`src/common/eew_pkg.sv`:
```
/*
 * Constants shared by the word-alterable EEPROM access port.
 * Assumes a 100 MHz core clock; all pins are sampled synchronously.
 */
`default_nettype none
package eew_pkg;
    // ------------------------------------------------------------------
    // Geometry
    // ------------------------------------------------------------------
    localparam int ADDR_W = 7;
    localparam int DATA_W = 8;
    localparam int WORDS = 128;
    localparam logic [7:0] ERASED_BYTE = 8'hFF;
    // ------------------------------------------------------------------
    // Timing
    // ------------------------------------------------------------------
    localparam int CLK_PERIOD_NS = 10;
    localparam int PROG_CLK_PERIODS = 1024;
    // Status delay before busy shows, in ns (least figure).
    localparam int STATUS_DELAY_NS = 10;
    localparam int STATUS_DELAY_CYC =
        (STATUS_DELAY_NS + CLK_PERIOD_NS - 1) / CLK_PERIOD_NS;
    localparam int CNT_W = 11;
    localparam logic [CNT_W-1:0] CNT_ZERO = 11'h000;
    localparam logic [CNT_W-1:0] CNT_ONE = 11'h001;
    localparam logic [CNT_W-1:0] STATUS_DELAY_CNT =
        CNT_W'(STATUS_DELAY_CYC);
    localparam logic [CNT_W-1:0] PROG_PERIOD_CNT =
        CNT_W'(PROG_CLK_PERIODS);

    typedef enum logic [1:0] {
        EEW_IDLE = 2'b00,
        EEW_DELAY = 2'b01,
        EEW_PROG = 2'b10
    } eew_state_t;
endpackage
`default_nettype wire

```
`src/hw/eew_port.sv`:
```
/*
 * Parallel host port and self-timed programming control of a 128 x 8
 * word-alterable EEPROM, storage array included.
 * Assumes all host pins and the program clock are synchronous to clk_i.
 */
// Behaviour
// In multiplexed mode the address is captured when the latch strobe falls.
// Data is captured when the write strobe rises, then busy goes low.
// With strobes tied, one low pulse captures address then data.
// Busy stays low for 1024 program clock periods.
// The program clock must run between 10 and 50 kHz.
// All inputs are ignored while programming.
// Multiplexed read drives the latched word until gate or select rises.
// Separate-mode read needs the address held stable by the host.
// Strobe pulses must be 175 ns to 100 us long.
// The host should hold the write strobe high at power-up.
// The host must avoid write strobe glitches during power-up.
// All modes are inhibited while power is not good.
// With select high the data lines float and strobes are ignored.
// Data is driven only with select and gate low and write high.
// Busy is low only while reprogramming.
// Erased words read as all ones.
`timescale 1ns/1ps
`default_nettype none
module eew_port #(
    parameter int ADDR_W = eew_pkg::ADDR_W,
    parameter int DATA_W = eew_pkg::DATA_W,
    parameter int WORDS = eew_pkg::WORDS
) (
    // Clock, reset, enable
    input wire logic clk_i,
    input wire logic rstn_i,
    input wire logic en_i,
    // Supply monitor
    input wire logic power_good_i,
    // Program timing clock
    input wire logic program_clock_i,
    // Host strobes, active low except the latch strobe
    input wire logic chip_sel_n_i,
    input wire logic out_gate_n_i,
    input wire logic write_n_i,
    input wire logic addr_latch_i,
    // Separate address mode select and address lines
    input wire logic mux_mode_i,
    input wire logic [ADDR_W-1:0] word_select_lines_i,
    // Data bus as three signals
    input wire logic [DATA_W-1:0] byte_lines_i,
    output logic [DATA_W-1:0] byte_lines_o,
    output logic byte_lines_oe_o,
    // Status
    output logic ready_o
);
    // ------------------------------------------------------------------
    // State
    // ------------------------------------------------------------------
    typedef struct packed {
        eew_pkg::eew_state_t st;
        logic [eew_pkg::CNT_W-1:0] cnt;
        logic [ADDR_W-1:0] addr;
        logic [DATA_W-1:0] data;
        logic we_prev;
        logic ale_prev;
        logic pclk_prev;
        logic [DATA_W-1:0] dout;
        logic oe;
        logic rdy;
    } eew_regs_t;

    eew_regs_t s_r;
    eew_regs_t s_nxt;
    // Cells hold the inverted value so that a cleared array reads erased.
    logic [DATA_W-1:0] mem_r [WORDS];
    logic wr_go;
    logic [ADDR_W-1:0] rd_addr;
    logic we_rise;
    logic we_fall;
    logic ale_fall;
    logic pclk_rise;
    logic sel_ok;

    // ------------------------------------------------------------------
    // Helpers
    // ------------------------------------------------------------------
    // Both countdowns step alike, so a change to one reaches the other.
    function automatic logic [eew_pkg::CNT_W-1:0] count_down(
        input logic [eew_pkg::CNT_W-1:0] cnt
    );
        return cnt - eew_pkg::CNT_ONE;
    endfunction

    function automatic logic count_done(
        input logic [eew_pkg::CNT_W-1:0] cnt
    );
        return cnt == eew_pkg::CNT_ONE;
    endfunction

    // Pins are sampled once per clock; an edge is seen at the first clock that samples the new level.
    function automatic logic rose_now(
        input logic prev,
        input logic cur
    );
        return !prev && cur;
    endfunction

    function automatic logic fell_now(
        input logic prev,
        input logic cur
    );
        return prev && !cur;
    endfunction

    // ------------------------------------------------------------------
    // Next state
    // ------------------------------------------------------------------
    always_comb
    begin
        s_nxt = s_r;
        wr_go = 1'b0;
        sel_ok = power_good_i && !chip_sel_n_i;
        we_rise = rose_now(s_r.we_prev, write_n_i);
        we_fall = fell_now(s_r.we_prev, write_n_i);
        ale_fall = fell_now(s_r.ale_prev, addr_latch_i);
        pclk_rise = rose_now(s_r.pclk_prev, program_clock_i);
        s_nxt.we_prev = write_n_i;
        s_nxt.ale_prev = addr_latch_i;
        s_nxt.pclk_prev = program_clock_i;
        // Separate mode reads straight from the address lines.
        rd_addr = mux_mode_i ? s_r.addr : word_select_lines_i;
        unique case (s_r.st)
            eew_pkg::EEW_IDLE:
            begin
                s_nxt.rdy = 1'b1;
                if (sel_ok && mux_mode_i && ale_fall)
                begin
                    s_nxt.addr = byte_lines_i[ADDR_W-1:0];
                end
                if (sel_ok && !mux_mode_i && we_fall)
                begin
                    s_nxt.addr = word_select_lines_i;
                end
                if (sel_ok && we_rise)
                begin
                    s_nxt.data = byte_lines_i;
                    s_nxt.st = eew_pkg::EEW_DELAY;
                    s_nxt.cnt = eew_pkg::STATUS_DELAY_CNT;
                end
            end
            eew_pkg::EEW_DELAY:
            begin
                s_nxt.cnt = count_down(s_r.cnt);
                if (count_done(s_r.cnt))
                begin
                    s_nxt.st = eew_pkg::EEW_PROG;
                    s_nxt.cnt = eew_pkg::PROG_PERIOD_CNT;
                    s_nxt.rdy = 1'b0;
                end
            end
            eew_pkg::EEW_PROG:
            begin
                // Only program clock edges matter here.
                if (pclk_rise)
                begin
                    s_nxt.cnt = count_down(s_r.cnt);
                    if (count_done(s_r.cnt))
                    begin
                        wr_go = 1'b1;
                        s_nxt.st = eew_pkg::EEW_IDLE;
                        s_nxt.rdy = 1'b1;
                    end
                end
            end
            default:
            begin
                s_nxt.st = eew_pkg::EEW_IDLE;
            end
        endcase
        // Drive only in read with no cycle under way.
        s_nxt.oe = sel_ok && !out_gate_n_i && write_n_i
            && s_r.st == eew_pkg::EEW_IDLE;
        // Zero while floating, so the pins never carry a stale byte.
        s_nxt.dout = '0;
        if (s_nxt.oe)
        begin
            s_nxt.dout = ~mem_r[rd_addr];
        end
    end

    // ------------------------------------------------------------------
    // Registers
    // ------------------------------------------------------------------
    always_ff @(posedge clk_i or negedge rstn_i)
    begin
        if (!rstn_i)
        begin
            s_r <= '{st: eew_pkg::EEW_IDLE, cnt: eew_pkg::CNT_ZERO,
                     addr: '0, data: '0, we_prev: 1'b1, ale_prev: 1'b0,
                     pclk_prev: 1'b0, dout: '0, oe: 1'b0, rdy: 1'b1};
        end
        else if (en_i)
        begin
            s_r <= s_nxt;
        end
    end

    // Array is not reset; contents survive like the real cells would.
    // A plain always lets the power-on fill below share the array; the
    // write still lands on the clock edge that ends programming.
    always @(posedge clk_i)
    begin
        if (en_i && wr_go)
        begin
            mem_r[s_r.addr] <= ~s_r.data;
        end
    end

    // Power-on fill: every word starts out erased.
    initial
    begin
        for (int i = 0; i < WORDS; i++)
        begin
            mem_r[i] = ~eew_pkg::ERASED_BYTE;
        end
    end

    assign byte_lines_o = s_r.dout;
    assign byte_lines_oe_o = s_r.oe;
    assign ready_o = s_r.rdy;
endmodule
`default_nettype wire

```
`config.mk`:
```
export PLATFORM = sky130hd
export DESIGN_NAME = eew_port
export DESIGN_NICKNAME = d
export VERILOG_FILES = /design/src/common/eew_pkg.sv /design/src/hw/eew_port.sv
export SDC_FILE = /design/constraint.sdc
export NUM_CORES = 1
export LEC_CHECK = 0
export BUFFER_PORTS_ARGS = -buffer_cell sky130_fd_sc_hd__buf_2
export CAP_MARGIN = 20
export CORE_AREA = 3 3 385 387
export DETAILED_ROUTE_END_ITERATION = 10
export DIE_AREA = 0 0 388 390
export GPL_ROUTABILITY_DRIVEN = 0
export GPL_TIMING_DRIVEN = 1
export SLEW_MARGIN = 20
export SYNTH_ARGS = -nofsm -noshare
export SYNTH_HDL_FRONTEND = slang
export SYNTH_SLANG_ARGS = --single-unit
```
`constraint.sdc`:
```
create_clock -name clk_i -period 4.4 [get_ports clk_i]
set_clock_uncertainty 0.2 [all_clocks]
set_input_delay 0.44 -clock clk_i [delete_from_list [all_inputs] [get_ports clk_i]]
set_output_delay 0.44 -clock clk_i [all_outputs]
set_load 0.01 [all_outputs]
```
### Yosys cells after proc, flatten, opt, wreduce, memory -nomap -nowiden

Memories as Yosys holds them, arrays and structs flattened.
Index checks and enable logic that the tools add are counted.

| cells by class | value |
|---|---|
| add/sub/neg operators | 1 |
| eq/ne operators | 7 |
| mux-type cells | 19 |
| bitwise operators | 2 |
| reductions and logical operators | 29 |

Operators by type and width:

| kind | count |
|---|---|
| $mux W13 | 3 |
| $pmux W11 S3 | 1 |
| $mux W7 | 3 |
| $not A8 Y8 | 2 |
| $logic_and A1 B1 Y1 | 14 |
| $eq A11 B1 Y1 const B | 1 |
| $sub A11 B1 Y11 const B | 1 |
| $reduce_and A5 Y1 | 2 |
| $mux W1 | 8 |
| $mux W8 | 1 |
| $ne A2 B2 Y1 const B | 4 |
| $logic_not A1 Y1 | 7 |
| $pmux W2 S3 | 1 |
| $reduce_and A3 Y1 | 2 |
| $reduce_and A4 Y1 | 1 |
| $pmux W1 S3 | 1 |
| $reduce_bool A3 Y1 | 1 |
| $eq A2 B1 Y1 const B | 1 |
| $eq A2 B2 Y1 const B | 1 |
| $logic_not A2 Y1 | 1 |
| $mux W2 | 1 |
| $reduce_bool A2 Y1 | 1 |

| storage, ports and cells | value |
|---|---|
| bits in registers | 41 |
| memory bits (writable) | 1024 |
| input port bits | 25 |
| output and inout port bits | 10 |
| logic and storage cells | 69 |
| memories kept | 1 |

Memory list:

| memory | words | width | read ports | clocked after memory_dff | write ports | RTL line | text |
|---|---|---|---|---|---|---|---|
| mem_r | 128 | 8 | 1 | 0 | 1 | eew_port.sv:72 | `logic [DATA_W-1:0] mem_r [WORDS];` |

### Depth between registers and ports, before layout

| logic depth | value |
|---|---|
| depth in word-level cells | 7 |
| depth in mapped cells | 12 |
| mapped depth without buffers | 9 |

### Least setup slack after synthesis

No wires, ideal clock.

| timing | value |
|---|---|
| path type | register to register |
| start | reg s_r[32] (netlist bit) |
| end | mem mem_r[127][0] (enable) |
| library setup time | 0.371 ns |
| data arrival time | 2.440 ns |
| data required time | 3.829 ns |
| setup slack | 1.389 ns |
| cell stages (with the launch flop) | 9 |
| path buffers | 1 |
| clock period less this slack | 3.011 ns |
| cells stage by stage | dfrtp_1 -> nor4_1 -> nand4bb_1 -> nor4b_1 -> nand3_1 -> nor2_1 -> nand3_1 -> clkbuf_1 -> nor2_1 |

| between the ends | value |
|---|---|
| longest elaborated chain between the ends | 7 |

RTL lines:

| item | RTL line | text |
|---|---|---|
| from (decl) | eew_port.sv:69 | `eew_regs_t s_r;` |
| from (signal assigned) | eew_port.sv:195 | `s_r <= '{st: eew_pkg::EEW_IDLE, cnt: eew_pkg::CNT_ZERO,` |
| from (signal assigned) | eew_port.sv:201 | `s_r <= s_nxt;` |
| $eq A11 B1 Y1 | eew_port.sv:94 | `return cnt == eew_pkg::CNT_ONE;` |
| $mux W1 | eew_port.sv:164 | `if (count_done(s_r.cnt))` |
| $mux W1 | eew_port.sv:161 | `if (pclk_rise)` |
| $mux W1 | eew_port.sv:129 | `unique case (s_r.st)` |
| $logic_and A1 B1 Y1 | eew_port.sv:210 | `if (en_i && wr_go)` |
| $mux W1 | eew_port.sv:210 |  |
| $mux W1 (implied by the code) | eew_port.sv:212 | `mem_r[s_r.addr] <= ~s_r.data;` |
| to (decl) | eew_port.sv:72 |  |

Every way passes these cells.

### Worst setup path after layout

| timing | value |
|---|---|
| start | reg s_r[32] (netlist bit) |
| end | mem mem_r[74][3] (enable) |

Same word-level chain as after synthesis.

==> impl_metrics.toml <==
[final_layout]
layout_commonest_cell = "edfxtp_1"
final_nets = 2527
area_delta_synth_final_pct = 17.95
seqCellArea_um2 = 31780
layout-drive-gt1-share = 0.2494
mostFrequentLayoutCells = "1024 x edfxtp_1, 223 x mux4_2, 217 x nand2_1"
multi_input_area_um2 = 9619
fin_area_um2 = 49510
nFillCells = 13540
finalNonFillerCells = 4505

[die]
die-width_um = 388
rows = 140
core_um2 = 145200
die-area_um2 = 151300
chipHeight_um = 390
start_util = 0.2890
num_io_pins = 35

[cts]
h-tree-depth = 3
cts_buffers = 105
cts_sinks = 1065
clk_pin_slew_worst_paths_ns = 0.06
cts_buffer_depth = 3
clock_tree.root_cell = "clkbuf_16"
cts_setup_buffers = 0
cts_tree = "built"
insertion_delay_ns = 0.69

[setup_path]
r2r_start = "s_r[32]"
cp.required_ns = 4.57
cp-end-kind = "register"
path_max_fanout = 8
crit_family = "simple AND/OR/NAND/NOR gates"
reg2reg_to = "mem_r[74][3]"
crit_chain = "nor4_1 > nand4bb_1 > nor4b_1 > nand3_1 > nor2_1 > nand2_1 > buf_4 > buf_4 > nor2_1 > buf_4"
worst-endpoint-arrival_ns = 4.00
r2r_setup_slack_ns = 0.57
cp-start-kind = "register"
criticalPathCategory = "register to register"
critPathMaxStageDelay_ns = 0.43
crit_top_cell = "buf_4"
reg2reg_depth = 10
crit_cells = 10
path_buf_inv = 3
cp_slowest_cell = "dfrtp_1"

[place]
dp.cells = 4283
placed_cell_area_um2 = 45920
place.detailed.hpwl_um = 70540
io_buffers = 34

[detailed_routing]
firstDrtPassIters = 8
drt_iter0_drc = 2521
vias = 22670
drc = 0
via_per_inst = 5.032
wl_per_cell_um = 24.79
wl_um = 111700
ant_nets = 0

[timing]
slew_headroom = 0.2775
max_clock_freq_mhz = 261.1
final.min_clock_period_ns = 3.831
period_share = 0.8706
setup_viol = 0
tightest_slew_ns = 1.084
finalHoldViolations = 0
fin_tns_setup_ns = 0
maxSlewViolCount = 0
rsz0062_at_grt = "false"

[power]
finalPower_uw = 28800
seqPwrFrac = 0.450
clkPwrFrac = 0.305
power_density_nw_per_um2 = 581.7
switching_share = 0.3060
combPwrFrac = 0.245
p_leak_uw = 0.01587
ir_drop_mv = 0.4247
intPower_uw = 19980
switching_power_uw = 8813

[synthesis]
syn_inst = 2237
async_reset_ff_frac = 0.03850
synthFlopType = "edfxtp_1"
synth-compound-area-share = 0.03044
synth-simple-area-share = 0.05300
ys_ff_latch = 1065
synth_seq_area_share = 0.7571
synth_area_um2 = 41970
synth_edf_count = 1024
synthAdderAreaFrac = 0.001789
synth_xor_xnor_area_share = 0.001461
synth_warnings = 0
synth_fp_nets = 2268
synth_top_family_by_area = "multiplexers"
syn_area_per_cell_um2 = 18.76
ys_types = 63
muxShareOfSynthArea = 0.1395

[global_route]
grt_busiest_layer = "met2"
use_met1 = 0.2048
grt_remaining_overflow = 0
grt_pass1_wl_um = 162500
antenna_found_initial = 2
grt_pass1_vias = 22490
grt_use_met3 = 0.03580
grt_use_met2 = 0.2237
grt_max_degree = 100
groute.usage.overall = 0.1460

[run_status]
outcome = "complete, no violations"

[flow_run]
maxCapViolCount = 0

[min_path]
hold_path_class = "primary input to asynchronous set/reset pin"
synthesized netlist by cell type, drive strengths merged, types with 3 or more instances:
library cell | number | area [um2]
a211oi | 3 | 22.52
a21oi | 27 | 135.1
a221oi | 4 | 35.03
a22oi | 21 | 157.7
a311oi | 5 | 43.79
a31oi | 12 | 75.07
a32o | 5 | 50.05
a32oi | 11 | 96.34
and3 | 7 | 43.79
buf | 74 | 449.2
clkbuf | 46 | 172.7
dfrtp | 39 | 975.9
edfxtp | 1024 | 30750
ha | 6 | 75.07
inv | 21 | 78.83
mux2 | 11 | 131.4
mux2i | 70 | 700.7
mux4 | 223 | 5022
nand2 | 217 | 814.5
nand3 | 74 | 370.4
nand4 | 10 | 62.56
nor2 | 187 | 701.9
nor2b | 9 | 56.30
nor3 | 17 | 85.08
nor4 | 4 | 25.02
o2111ai | 12 | 105.1
o211ai | 5 | 37.54
o21ai | 25 | 125.1
o221ai | 3 | 26.28
o22ai | 21 | 131.4
xor2 | 5 | 43.79
worst max-delay path by stage:
stage	start	endpoint
after floorplan	s_r[32]	mem_r[127][0]
after global placement	mux_mode_i	byte_lines_o[4]
after global routing	s_r[32]	mem_r[122][7]
final	s_r[32]	mem_r[74][3]
after CTS	s_r[32]	mem_r[74][2]
after detailed placement	mux_mode_i	byte_lines_o[4]
logic make-up after synthesis:
logic type                 count (synthesis)
AOI/OAI and AO/OA                        181
muxes                                    304
DFF                                     1065
buffers and inverters                    141
and+or+nand+nor                          533
xor gates and xnor gates                   7
adders and majority gates                  6
metrics by stage:
| stage | hold slack, ns | util | setup WS [ns] |
|---|---|---|---|
| final | 0.09981 | 0.3409 | 0.5693 |
| after detailed placement | 0.2628 | 0.3162 | 0.4504 |
| after global placement | 0.2599 | 0.3162 | 0.4554 |
| after CTS | 0.05795 | 0.3406 | 0.6165 |
| after floorplan | -0.05559 | - | 1.389 |
| after global routing | 0.1123 | 0.3409 | 0.3226 |
worst reg2reg max path, delay by kind of cell (launching register included):
| kind | cells | cell delay [ns] |
|---|---|---|
| flops | 1 | 0.43 |
| buf+inv | 3 | 0.74 |
| simple gates | 7 | 2.15 |
power by group through the flow:
stage	clock, uW	combinational [uW]	sequential [uW]
after CTS	8960	7090	13000
after global placement	0	6990	13200
final	8780	7050	13000
after detailed placement	0	7070	13200
after floorplan	0	4110	13100
after global routing	9340	7530	13000
registers in the layout, indices dropped and copies added, names as in the netlist:
name / cells
mem_r: 1024
byte_lines_oe_o: 1
ready_o: 1
byte_lines_o: 8
s_r: 31
per-layer routing:
layer,share of wire,vias to the layer above
met5,0,-
met4,0.027,0
met3,0.096,180
met2,0.46,1064
met1,0.42,11900
li1,-,9526
what timing repair did:
| item | in CTS | in global routing |
|---|---|---|
| hold buffers | 22 | 0 |
| endpoints found under the hold margin | 60 | 0 |
| resized for setup | 0 | 0 |
area by class of cell:
type / instances / area share
Clock inverter: 57 / 0.01147
Sequential cell: 1065 / 0.6419
Multi-Input combinational cell: 1031 / 0.1943
Clock buffer: 136 / 0.05563
Tap cell: 1917 / 0.04845
Antenna cell: 6 / 0.0003033
Timing Repair Buffer: 272 / 0.04590
Inverter: 21 / 0.002047
No activity file was read; power rests on OpenSTA's default activity.
